==> config.mk <==
export PLATFORM = sky130hd
export DESIGN_NAME = psram_burst_write
export DESIGN_NICKNAME = d
export VERILOG_FILES = /design/src/logic/psram_pkg.sv /design/src/logic/psram_wfifo.sv /design/src/logic/psram_burst_write.sv
export SDC_FILE = /design/constraint.sdc
export NUM_CORES = 1
export LEC_CHECK = 0
export BUFFER_PORTS_ARGS = -buffer_cell sky130_fd_sc_hd__buf_2
export CAP_MARGIN = 20
export CORE_MARGIN = 10
export CORE_UTILIZATION = 55
export DETAILED_ROUTE_END_ITERATION = 8
export PLACE_DENSITY = 0.74
export SYNTH_ARGS = -nofsm -noshare
export SYNTH_HDL_FRONTEND = slang
export SYNTH_SLANG_ARGS = --single-unit
==> constraint.sdc <==
create_clock -name core_clk -period 4.9 [get_ports core_clk]
set_input_delay 0.245 -clock core_clk [delete_from_list [all_inputs] [get_ports core_clk]]
set_output_delay 0.245 -clock core_clk [all_outputs]
set_load 0.01 [all_outputs]
==> src/logic/psram_pkg.sv <==
// Package with constants and carrier types for the burst write device logic.
package psram_pkg;
  localparam int DATA_W = 16;
  localparam int ADDR_W = 23;
  localparam int COL_W = 7;
  // Bus configuration register field positions.
  localparam int CFG_W = 16;
  localparam int CFG_MODE_BIT = 15;
  localparam int CFG_LAT_HI = 13;
  localparam int CFG_LAT_LO = 11;
  localparam int CFG_FIXED_BIT = 14;
  localparam int CFG_WAIT_EARLY_BIT = 8;
  localparam int CFG_WRAP_BIT = 3;
  localparam logic [CFG_W-1:0] CFG_RESET = 16'h9D1F;
  // Timing and write buffer depth.
  localparam int CLK_MHZ = 10;
  localparam int SEL_LOW_MAX_US = 4;
  localparam int SEL_LOW_MAX_CYC = SEL_LOW_MAX_US * CLK_MHZ;
  localparam int FIFO_DEPTH = 16;

  // One write word leaving the link side toward the array.
  typedef struct packed {
    logic [ADDR_W-1:0] addr;
    logic [DATA_W-1:0] data;
    logic [1:0] lane_n;
  } wr_word_t;

  // Controller pins after synchronisation.
  typedef struct packed {
    logic sel_n;
    logic avs_n;
    logic we_n;
    logic [1:0] lane_n;
    logic link_clk;
  } pins_t;
endpackage

==> src/logic/psram_wfifo.sv <==
// Parameterised write word FIFO with valid and ready on both sides.
`timescale 1ns/1ps
module psram_wfifo #(
  parameter int WIDTH = 41,
  parameter int DEPTH = 16
) (
  input wire logic core_clk,
  input wire logic arst_n,
  input wire logic [WIDTH-1:0] in_data,
  input wire logic in_valid,
  output logic in_ready,
  output logic [WIDTH-1:0] out_data,
  output logic out_valid,
  input wire logic out_ready
);
  localparam int AW = $clog2(DEPTH);
  typedef struct packed {
    logic [AW-1:0] wp;
    logic [AW-1:0] rp;
    logic [AW:0] cnt;
  } fifo_st_t;
  fifo_st_t st;
  fifo_st_t next_st;
  logic [WIDTH-1:0] mem [DEPTH];
  logic push;
  logic pop;

  // Handshakes and honest full and empty.
  assign in_ready = (st.cnt != (AW+1)'(DEPTH));
  assign out_valid = (st.cnt != '0);
  assign out_data = mem[st.rp];
  assign push = in_valid && in_ready;
  assign pop = out_valid && out_ready;

  // Pointer and count update.
  always_comb begin
    next_st = st;
    if (push) next_st.wp = st.wp + 1'b1;
    if (pop) next_st.rp = st.rp + 1'b1;
    next_st.cnt = st.cnt + (AW+1)'(push) - (AW+1)'(pop);
  end

  // State register.
  always_ff @(posedge core_clk or negedge arst_n) begin
    if (!arst_n) begin
      st <= '0;
    end else begin
      st <= next_st;
    end
  end

  // Storage written at the write pointer.
  always_ff @(posedge core_clk) begin
    if (push) begin
      mem[st.wp] <= in_data;
    end
  end
endmodule

==> src/logic/psram_burst_write.sv <==
// Burst and asynchronous write front end of the pseudo-static memory.
`timescale 1ns/1ps
module psram_burst_write
  import psram_pkg::*;
#(
  parameter int SEL_LOW_LIMIT = psram_pkg::SEL_LOW_MAX_CYC
) (
  input wire logic core_clk,
  input wire logic arst_n,
  input wire logic link_clk,
  input wire logic chip_select_n,
  input wire logic address_valid_strobe_n,
  input wire logic write_strobe_n,
  input wire logic [1:0] byte_lane_selects_n,
  input wire logic [psram_pkg::ADDR_W-1:0] addr,
  input wire logic [psram_pkg::DATA_W-1:0] dq_in,
  input wire logic cfg_write,
  input wire logic [psram_pkg::CFG_W-1:0] cfg_data,
  output logic [psram_pkg::CFG_W-1:0] bus_config_register,
  output logic stall,
  output logic stall_oe,
  output logic select_low_overrun,
  output psram_pkg::wr_word_t array_word,
  output logic array_valid,
  input wire logic array_ready,
  output logic fifo_full
);
  import psram_pkg::*;

  // Idle levels of the controller pins; the link clock stands low.
  localparam pins_t PINS_IDLE = '{sel_n: 1'b1, avs_n: 1'b1, we_n: 1'b1,
                                  lane_n: 2'b11, link_clk: 1'b0};

  typedef enum logic [2:0] {
    IDLE, LATENCY, BURST, ROW_END, ASYNC_WR, DONE
  } phase_t;

  typedef struct packed {
    phase_t phase;
    logic [CFG_W-1:0] cfg;
    logic [ADDR_W-1:0] addr;
    logic [3:0] lat_cnt;
    logic [2:0] row_cnt;
    logic stall;
    logic active;
    logic first_done;
    logic [15:0] low_cnt;
    logic overrun;
    logic fixed_burst;
    logic link_q;
    logic async_arm;
    logic [1:0] lane_q;
    wr_word_t push_word;
    logic push;
  } state_t;

  state_t st;
  state_t next_st;
  pins_t sync1;
  pins_t sync2;
  pins_t raw;
  logic [ADDR_W-1:0] addr_s1;
  logic [ADDR_W-1:0] addr_s2;
  logic [DATA_W-1:0] dq_s1;
  logic [DATA_W-1:0] dq_s2;
  logic link_rise;
  logic sel_low;
  logic [2:0] lat_field;
  logic wrap_on;
  logic async_end;
  logic fifo_ready;
  logic [$bits(wr_word_t)-1:0] fifo_out;

  // Gather the pins so that they share one two-stage synchroniser.
  assign raw = '{sel_n: chip_select_n, avs_n: address_valid_strobe_n,
                 we_n: write_strobe_n, lane_n: byte_lane_selects_n,
                 link_clk: link_clk};

  // Two flip-flop synchroniser on every pin from the controller.
  always_ff @(posedge core_clk or negedge arst_n) begin
    if (!arst_n) begin
      // Idle levels keep a false link edge from following reset.
      sync1 <= PINS_IDLE;
      sync2 <= PINS_IDLE;
      addr_s1 <= '0;
      addr_s2 <= '0;
      dq_s1 <= '0;
      dq_s2 <= '0;
    end else begin
      sync1 <= raw;
      sync2 <= sync1;
      addr_s1 <= addr;
      addr_s2 <= addr_s1;
      dq_s1 <= dq_in;
      dq_s2 <= dq_s1;
    end
  end

  assign link_rise = sync2.link_clk && !st.link_q;
  assign sel_low = !sync2.sel_n;
  assign lat_field = st.cfg[CFG_LAT_HI:CFG_LAT_LO];
  assign wrap_on = st.cfg[CFG_WRAP_BIT];
  // Any of select, lane selects or write strobe may close the write.
  assign async_end = sync2.sel_n || (&sync2.lane_n) || sync2.we_n;

  // Next state of the whole front end.
  always_comb begin
    next_st = st;
    next_st.push = 1'b0;
    next_st.link_q = sync2.link_clk;
    if (cfg_write) begin
      next_st.cfg = cfg_data;
    end
    // Select-low watchdog flags a controller that starves refresh.
    if (sel_low) begin
      if (st.low_cnt != 16'hFFFF) next_st.low_cnt = st.low_cnt + 16'h0001;
      if (st.low_cnt >= 16'(SEL_LOW_LIMIT)) next_st.overrun = 1'b1;
    end else begin
      next_st.low_cnt = '0;
    end
    if (!sel_low) begin
      // A select-timed write closes here, so its word is pushed first.
      if (st.phase == ASYNC_WR && st.async_arm) begin
        next_st.push = 1'b1;
        next_st.push_word = '{addr: st.addr, data: dq_s2,
                              lane_n: st.lane_q};
      end
      // Select high ends any operation and is a refresh opportunity.
      next_st.phase = IDLE;
      next_st.stall = 1'b0;
      next_st.active = 1'b0;
      next_st.async_arm = 1'b0;
    end else begin
      case (st.phase)
        IDLE, DONE: begin
          // Any of the three strobes may time the write, so none of them
          // is required to be high when the address strobe is seen.
          if (!sync2.avs_n && st.cfg[CFG_MODE_BIT] &&
              !sync2.link_clk) begin
            next_st.phase = ASYNC_WR;
            next_st.addr = addr_s2;
          end else if (!sync2.avs_n && link_rise && !st.cfg[CFG_MODE_BIT]
                       && !sync2.we_n) begin
            // Burst write starts; stall covers the latency.
            next_st.phase = LATENCY;
            next_st.addr = addr_s2;
            next_st.lat_cnt = {1'b0, lat_field};
            next_st.stall = (lat_field != 3'h0);
            next_st.first_done = 1'b0;
            next_st.fixed_burst = !st.cfg[CFG_FIXED_BIT];
          end
        end
        LATENCY: begin
          if (link_rise) begin
            next_st.lat_cnt = st.lat_cnt - 4'h1;
            if (st.lat_cnt <= 4'h1) begin
              next_st.phase = BURST;
              next_st.stall = 1'b0;
            end
          end
        end
        BURST: begin
          if (link_rise) begin
            if (!sync2.avs_n && st.first_done) begin
              // New burst interrupts after the first word is in.
              next_st.phase = LATENCY;
              next_st.addr = addr_s2;
              next_st.lat_cnt = {1'b0, lat_field};
              next_st.stall = (lat_field != 3'h0);
              next_st.first_done = 1'b0;
            end else if (fifo_ready) begin
              next_st.push = 1'b1;
              next_st.push_word = '{addr: st.addr, data: dq_s2,
                                    lane_n: sync2.lane_n};
              next_st.first_done = 1'b1;
              next_st.addr = st.addr + ADDR_W'(1);
              if (!wrap_on && (&st.addr[COL_W-1:0])) begin
                // Last word of the row taken in the cycle stall rises.
                next_st.phase = ROW_END;
                next_st.stall = 1'b1;
                next_st.row_cnt = '0;
              end
            end
          end else if (!sync2.avs_n && sync2.we_n && st.fixed_burst &&
                       st.first_done && !sync2.link_clk) begin
            // With the clock still, a strobe fall after a fixed burst
            // opens asynchronous work without a select release.
            next_st.phase = ASYNC_WR;
            next_st.addr = addr_s2;
          end
        end
        ROW_END: begin
          // Stall holds until the controller lifts select.
          if (link_rise && st.row_cnt != 3'h7) begin
            next_st.row_cnt = st.row_cnt + 3'h1;
          end
        end
        ASYNC_WR: begin
          // Lanes are held from the armed cycles, since a lane-timed write
          // ends with both lanes already released.
          if (!sync2.we_n && !(&sync2.lane_n)) begin
            next_st.async_arm = 1'b1;
            next_st.lane_q = sync2.lane_n;
          end
          if (st.async_arm && async_end) begin
            next_st.push = 1'b1;
            next_st.push_word = '{addr: st.addr, data: dq_s2,
                                  lane_n: st.lane_q};
            next_st.async_arm = 1'b0;
            next_st.phase = DONE;
            next_st.fixed_burst = 1'b0;
          end
        end
        default: begin
          next_st.phase = IDLE;
        end
      endcase
    end
  end

  // State register.
  always_ff @(posedge core_clk or negedge arst_n) begin
    if (!arst_n) begin
      st <= '{phase: IDLE, cfg: CFG_RESET, default: '0};
    end else begin
      st <= next_st;
    end
  end

  // Write words pass through the buffer; a full buffer stalls the link during a burst.
  psram_wfifo #(.WIDTH($bits(wr_word_t)), .DEPTH(FIFO_DEPTH)) u_fifo (
    .core_clk(core_clk),
    .arst_n(arst_n),
    .in_data(st.push_word),
    .in_valid(st.push),
    .in_ready(fifo_ready),
    .out_data(fifo_out),
    .out_valid(array_valid),
    .out_ready(array_ready)
  );

  assign array_word = wr_word_t'(fifo_out);
  assign fifo_full = !fifo_ready;
  assign bus_config_register = st.cfg;
  // Stall is driven while selected, with buffer back-pressure added.
  assign stall = st.stall || (st.phase == BURST && !fifo_ready);
  assign stall_oe = sel_low;
  assign select_low_overrun = st.overrun;

  // Stall lasts exactly the latency count in link clocks.
  property lat_len_p;
    @(posedge core_clk) disable iff (!arst_n)
    (st.phase == LATENCY && link_rise && st.lat_cnt <= 4'h1 && sel_low)
      |=> !st.stall;
  endproperty
  latency_stall_end_a: assert property (lat_len_p)
    else $error("Stall did not drop after latency.");
  latency_field_a: assert property (
    @(posedge core_clk) disable iff (!arst_n)
    (st.phase inside {IDLE, DONE} && next_st.phase == LATENCY)
      |=> st.lat_cnt == {1'b0, $past(lat_field)})
    else $error("Latency not loaded from field.");
  latency_stall_hold_a: assert property (
    @(posedge core_clk) disable iff (!arst_n)
    (st.phase == LATENCY && st.lat_cnt != 4'h0) |-> stall)
    else $error("Stall dropped during latency.");
  row_end_stall_a: assert property (
    @(posedge core_clk) disable iff (!arst_n)
    st.phase == ROW_END |-> stall)
    else $error("No stall at row end.");
  row_last_word_a: assert property (
    @(posedge core_clk) disable iff (!arst_n)
    ($rose(st.phase == ROW_END)) |-> st.push)
    else $error("Last row word not taken.");
  interrupt_after_a: assert property (
    @(posedge core_clk) disable iff (!arst_n)
    (st.phase == BURST && next_st.phase == LATENCY) |-> st.first_done)
    else $error("Interrupt before first word.");
  async_start_a: assert property (
    @(posedge core_clk) disable iff (!arst_n)
    (st.phase == BURST && next_st.phase == ASYNC_WR)
      |-> (st.fixed_burst && !sync2.avs_n))
    else $error("Async start outside a fixed burst.");
  async_close_a: assert property (
    @(posedge core_clk) disable iff (!arst_n)
    (st.phase == ASYNC_WR && st.async_arm && async_end) |=> st.push)
    else $error("Async write not captured.");
  release_idle_a: assert property (
    @(posedge core_clk) disable iff (!arst_n)
    !sel_low |=> (st.phase == IDLE && !st.stall))
    else $error("Select high did not idle.");
  overrun_flag_a: assert property (
    @(posedge core_clk) disable iff (!arst_n)
    (sel_low && st.low_cnt >= 16'(SEL_LOW_LIMIT)) |=> select_low_overrun)
    else $error("Select low overrun not flagged.");
  overrun_sticky_a: assert property (
    @(posedge core_clk) disable iff (!arst_n)
    select_low_overrun |=> select_low_overrun)
    else $error("Overrun flag cleared without reset.");
  cover_burst_c: cover property (@(posedge core_clk) disable iff (!arst_n)
    st.phase == LATENCY ##[1:200] st.phase == BURST);
  cover_row_c: cover property (@(posedge core_clk) disable iff (!arst_n)
    (st.phase == ROW_END && st.row_cnt == 3'h2) ##1 st.phase == IDLE);
  cover_fixed_async_c: cover property (
    @(posedge core_clk) disable iff (!arst_n)
    st.phase == BURST ##1 st.phase == ASYNC_WR);
  cover_async_c: cover property (@(posedge core_clk) disable iff (!arst_n)
    st.phase == ASYNC_WR ##[1:50] st.phase == DONE);
endmodule

==> flow_summary.ini <==
[outcome]
status = complete, no violations

[critical_path]
required_ns = 4.66
r2r_path_start = st[114]
critPathCaptureType = output port
worst_case_reg_to_reg_path_depth = 7
timing.critical_path.max_delay_family = multiplexers
critPathMostFrequentCell = sky130_fd_sc_hd__mux4_2
worst-endpoint-arrival_ns = 3.34
setup.worst_path.class = reg -> out
critPathSlowestCell = sky130_fd_sc_hd__dfrtp_4
regToRegSetupSlack_ns = 1.53
crit_path_cell_trace = buf_12 -> mux4_2 -> mux4_2 -> buf_2
cp-start-kind = flop
crit_path_max_fanout = 49
worst-path-buf-inv = 2
worst_path_max_stage_delay_ns = 0.93
worstReg2RegEnd = st[28]

[job]
cap_viol_max_count = 0

[synthesis]
netlist_top_cells_area = sky130_fd_sc_hd__edfxtp_1, sky130_fd_sc_hd__dfrtp_1, sky130_fd_sc_hd__mux4_2
netlist.area_leader.share_pct = 58.8
synth_cell_type_count = 77
synth_nets = 1720
ys_ff_latch = 871
count_leader_synth = sky130_fd_sc_hd__edfxtp_1
syn-cell-area_mm2 = 0.0335
async_s_r_ff_share_synth_pct = 24.7
synthTopCellsByCount = sky130_fd_sc_hd__edfxtp_1, sky130_fd_sc_hd__mux4_2, sky130_fd_sc_hd__dfrtp_1
post_synth.cell_area_avg_um2 = 20.4
synth_edf_count = 656
seq_area_frac_synth_pct = 75.0
synthFlopType = sky130_fd_sc_hd__edfxtp_1
ys.warnings.count = 0
postSynthCellCount = 1638
synthDominantAreaCellType = sky130_fd_sc_hd__edfxtp_1

[clocking]
post_cts_buffers = 0
tritoncts = done
tritoncts.num_buffers = 85
post_cts_hold_fix_bufs = 62
htree_levels = 3
ctsLongestPathBuffers = 3
path_clk_slew_ns = 0.06
cts_resized = 0
worstSkewPairLatency_ns = 0.64
cts_sinks = 871
cts.root.buffer_cell = sky130_fd_sc_hd__clkbuf_16

[power]
power_per_cell_area_mw_per_mm2 = 554
standby_leakage_power_nw = 13.6
vdd.ir_drop.worst_v = 0.000391

[global_route]
vias_in_the_first_global_route = 17700
track_usage_pct = 20.2
antenna_found_initial = 3
grt_max_degree = 111
gr-total-overflow = 0
grt_first_pass_wirelength_um = 109000

[floorplan]
fp.dieArea_mm2 = 0.0711
floorplan.die.width_um = 267
start_util_pct = 55.5
die_boundary_height_um = 267
top_level_ports = 127
coreArea_mm2 = 0.0604
rows = 90

[placed_design]
gp_routability_congestion = 0.875
placedCellCount = 2483
dpl.hpwl_um = 38200
io_buffers = 126
detailedPlace.worstSlack_ns = 1.53

[sta]
fin_setup_tns_ns = 0
layout_min_cycle_time_ns = 3.58
clk_skew_ns = 0.0137
timing.final.ws_setup_ns = 1.32
period_share_pct = 73.1
maxClockFrequency_mhz = 279
timing_hold_violations_final = 0
grt_setup_unrepaired = false
fin_worst_hold_slack_ns = 0.132
timing_max_transition_violations_final = 0
max_slew_margin_pct = 33.8
setup_viol_count_final = 0
worst-slew-pin-transition_ns = 0.990

[route]
routed_wire_length_per_instance_um = 26.0
drtIter0Drc = 1752
routed_via_density = 6.13
num_vias = 16600
drt_first_pass_iters = 5
detail_route.wirelength_um = 70200
drc = 0
antenna_left = 0

[cells_and_area]
layout-drive-gt1-share_pct = 30.1
area_growth_pct = 14.8
num-nets-final = 1933
n_antenna_cell = 0
instances_no_fill = 2706
utilization_pct = 63.7

[worst_hold_path]
min-delay-path-class = in -> reg
min-delay-start = array_ready
timing.hold.worst_path_depth = 3
whs_endpoint = u_fifo.st[5]
[routing by layer]
| metal | wire length [um] | global-route usage, % |
|---|---|---|
| met1 | 28700 | 27.2 |
| met3 | 4790 | 3.68 |
| met5 | 0 | 0 |
| met4 | 1380 | 5.99 |
| met2 | 35300 | 33.3 |
[layout make-up]
class	count	area, um^2
clock buffers	116	2390
clock inverters	44	410
fillers	3980	21900
inverters	26	97.6
multi-input cells	645	7850
flip-flops and latches	871	25100
well taps	782	978
repair buffers	222	1600
[flip-flops by register name, indices dropped and copies added (netlist names)]
signal,cells
u_fifo.st,13
dq_s2,16
sync1,6
u_fifo.mem,656
bus_config_register,16
dq_s1,16
addr_s1,23
next_st,1
sync2,5
select_low_overrun,1
addr_s2,23
st,95
[kinds of logic (layout without fill, tap and decap cells)]
| kind of cell | Yosys count | in the layout | synth area share (%) |
|---|---|---|---|
| flops | 871 | 871 | 75.0 |
| mux | 267 | 267 | 15.9 |
| simple gates | 201 | 201 | 3.27 |
| compound gates | 138 | 138 | 2.84 |
| buf+inv | 122 | 408 | 1.81 |
| xor+xnor | 21 | 21 | 0.549 |
| fa+ha+maj | 18 | 18 | 0.688 |
[placed cells by master (no fill, tap or decap), drive strengths merged, types with 8 or more instances in the layout]
master / netlist / final
xnor2: 13 / 13
clkbuf: 36 / 116
nand3: 24 / 24
a21oi: 28 / 28
dlygate4sd3: 0 / 62
dfstp: 20 / 20
clkinv: 1 / 30
nor3: 18 / 18
mux4: 205 / 205
ha: 16 / 16
and3: 9 / 9
nand4: 13 / 13
edfxtp: 656 / 656
inv: 25 / 32
o22ai: 8 / 8
buf: 60 / 160
nand2: 41 / 41
mux2: 57 / 57
dfrtp: 195 / 195
nor4: 8 / 8
a31oi: 15 / 15
o21ai: 27 / 27
o31ai: 12 / 12
nor2: 51 / 51
xor2: 8 / 8
[metrics by stage]
stage / instance area [um^2] / power (W)
2_1_floorplan: 33500 / 0.0132
3_3_place_gp: 35000 / 0.0148
3_5_place_dp: 35000 / 0.0149
4_1_cts: 38400 / 0.0215
5_1_grt: 38400 / 0.0222
6_report: 38400 / 0.0213
[power by group]
part,switching (W),total (W),internal (W)
combinational,0.00232,0.00490,0.00258
sequential,0.00110,0.00990,0.00880
clock,0.00277,0.00648,0.00371
[how the worst max path moves through the flow]
stage | startpoint | endpoint | slack [ns] | cells past startpoint
3_5_place_dp | st[114] | st[28] | 1.53 | 7
3_3_place_gp | next_st[45] | st[25] | 1.68 | 7
6_report | u_fifo.st[5] | array_word[19] | 1.32 | 4
2_1_floorplan | u_fifo.st[2] | u_fifo.mem[0][0] | -0.42 | 5
4_1_cts | u_fifo.st[5] | array_word[19] | 1.19 | 4
5_1_grt | u_fifo.st[5] | array_word[18] | 1.14 | 4
[tightest hold or removal path: stages]
cell                     delay, ns
sky130_fd_sc_hd__buf_2        0.07
sky130_fd_sc_hd__and2_1       0.30
sky130_fd_sc_hd__xor2_1       0.11
Power figures use the tool's default switching activity.
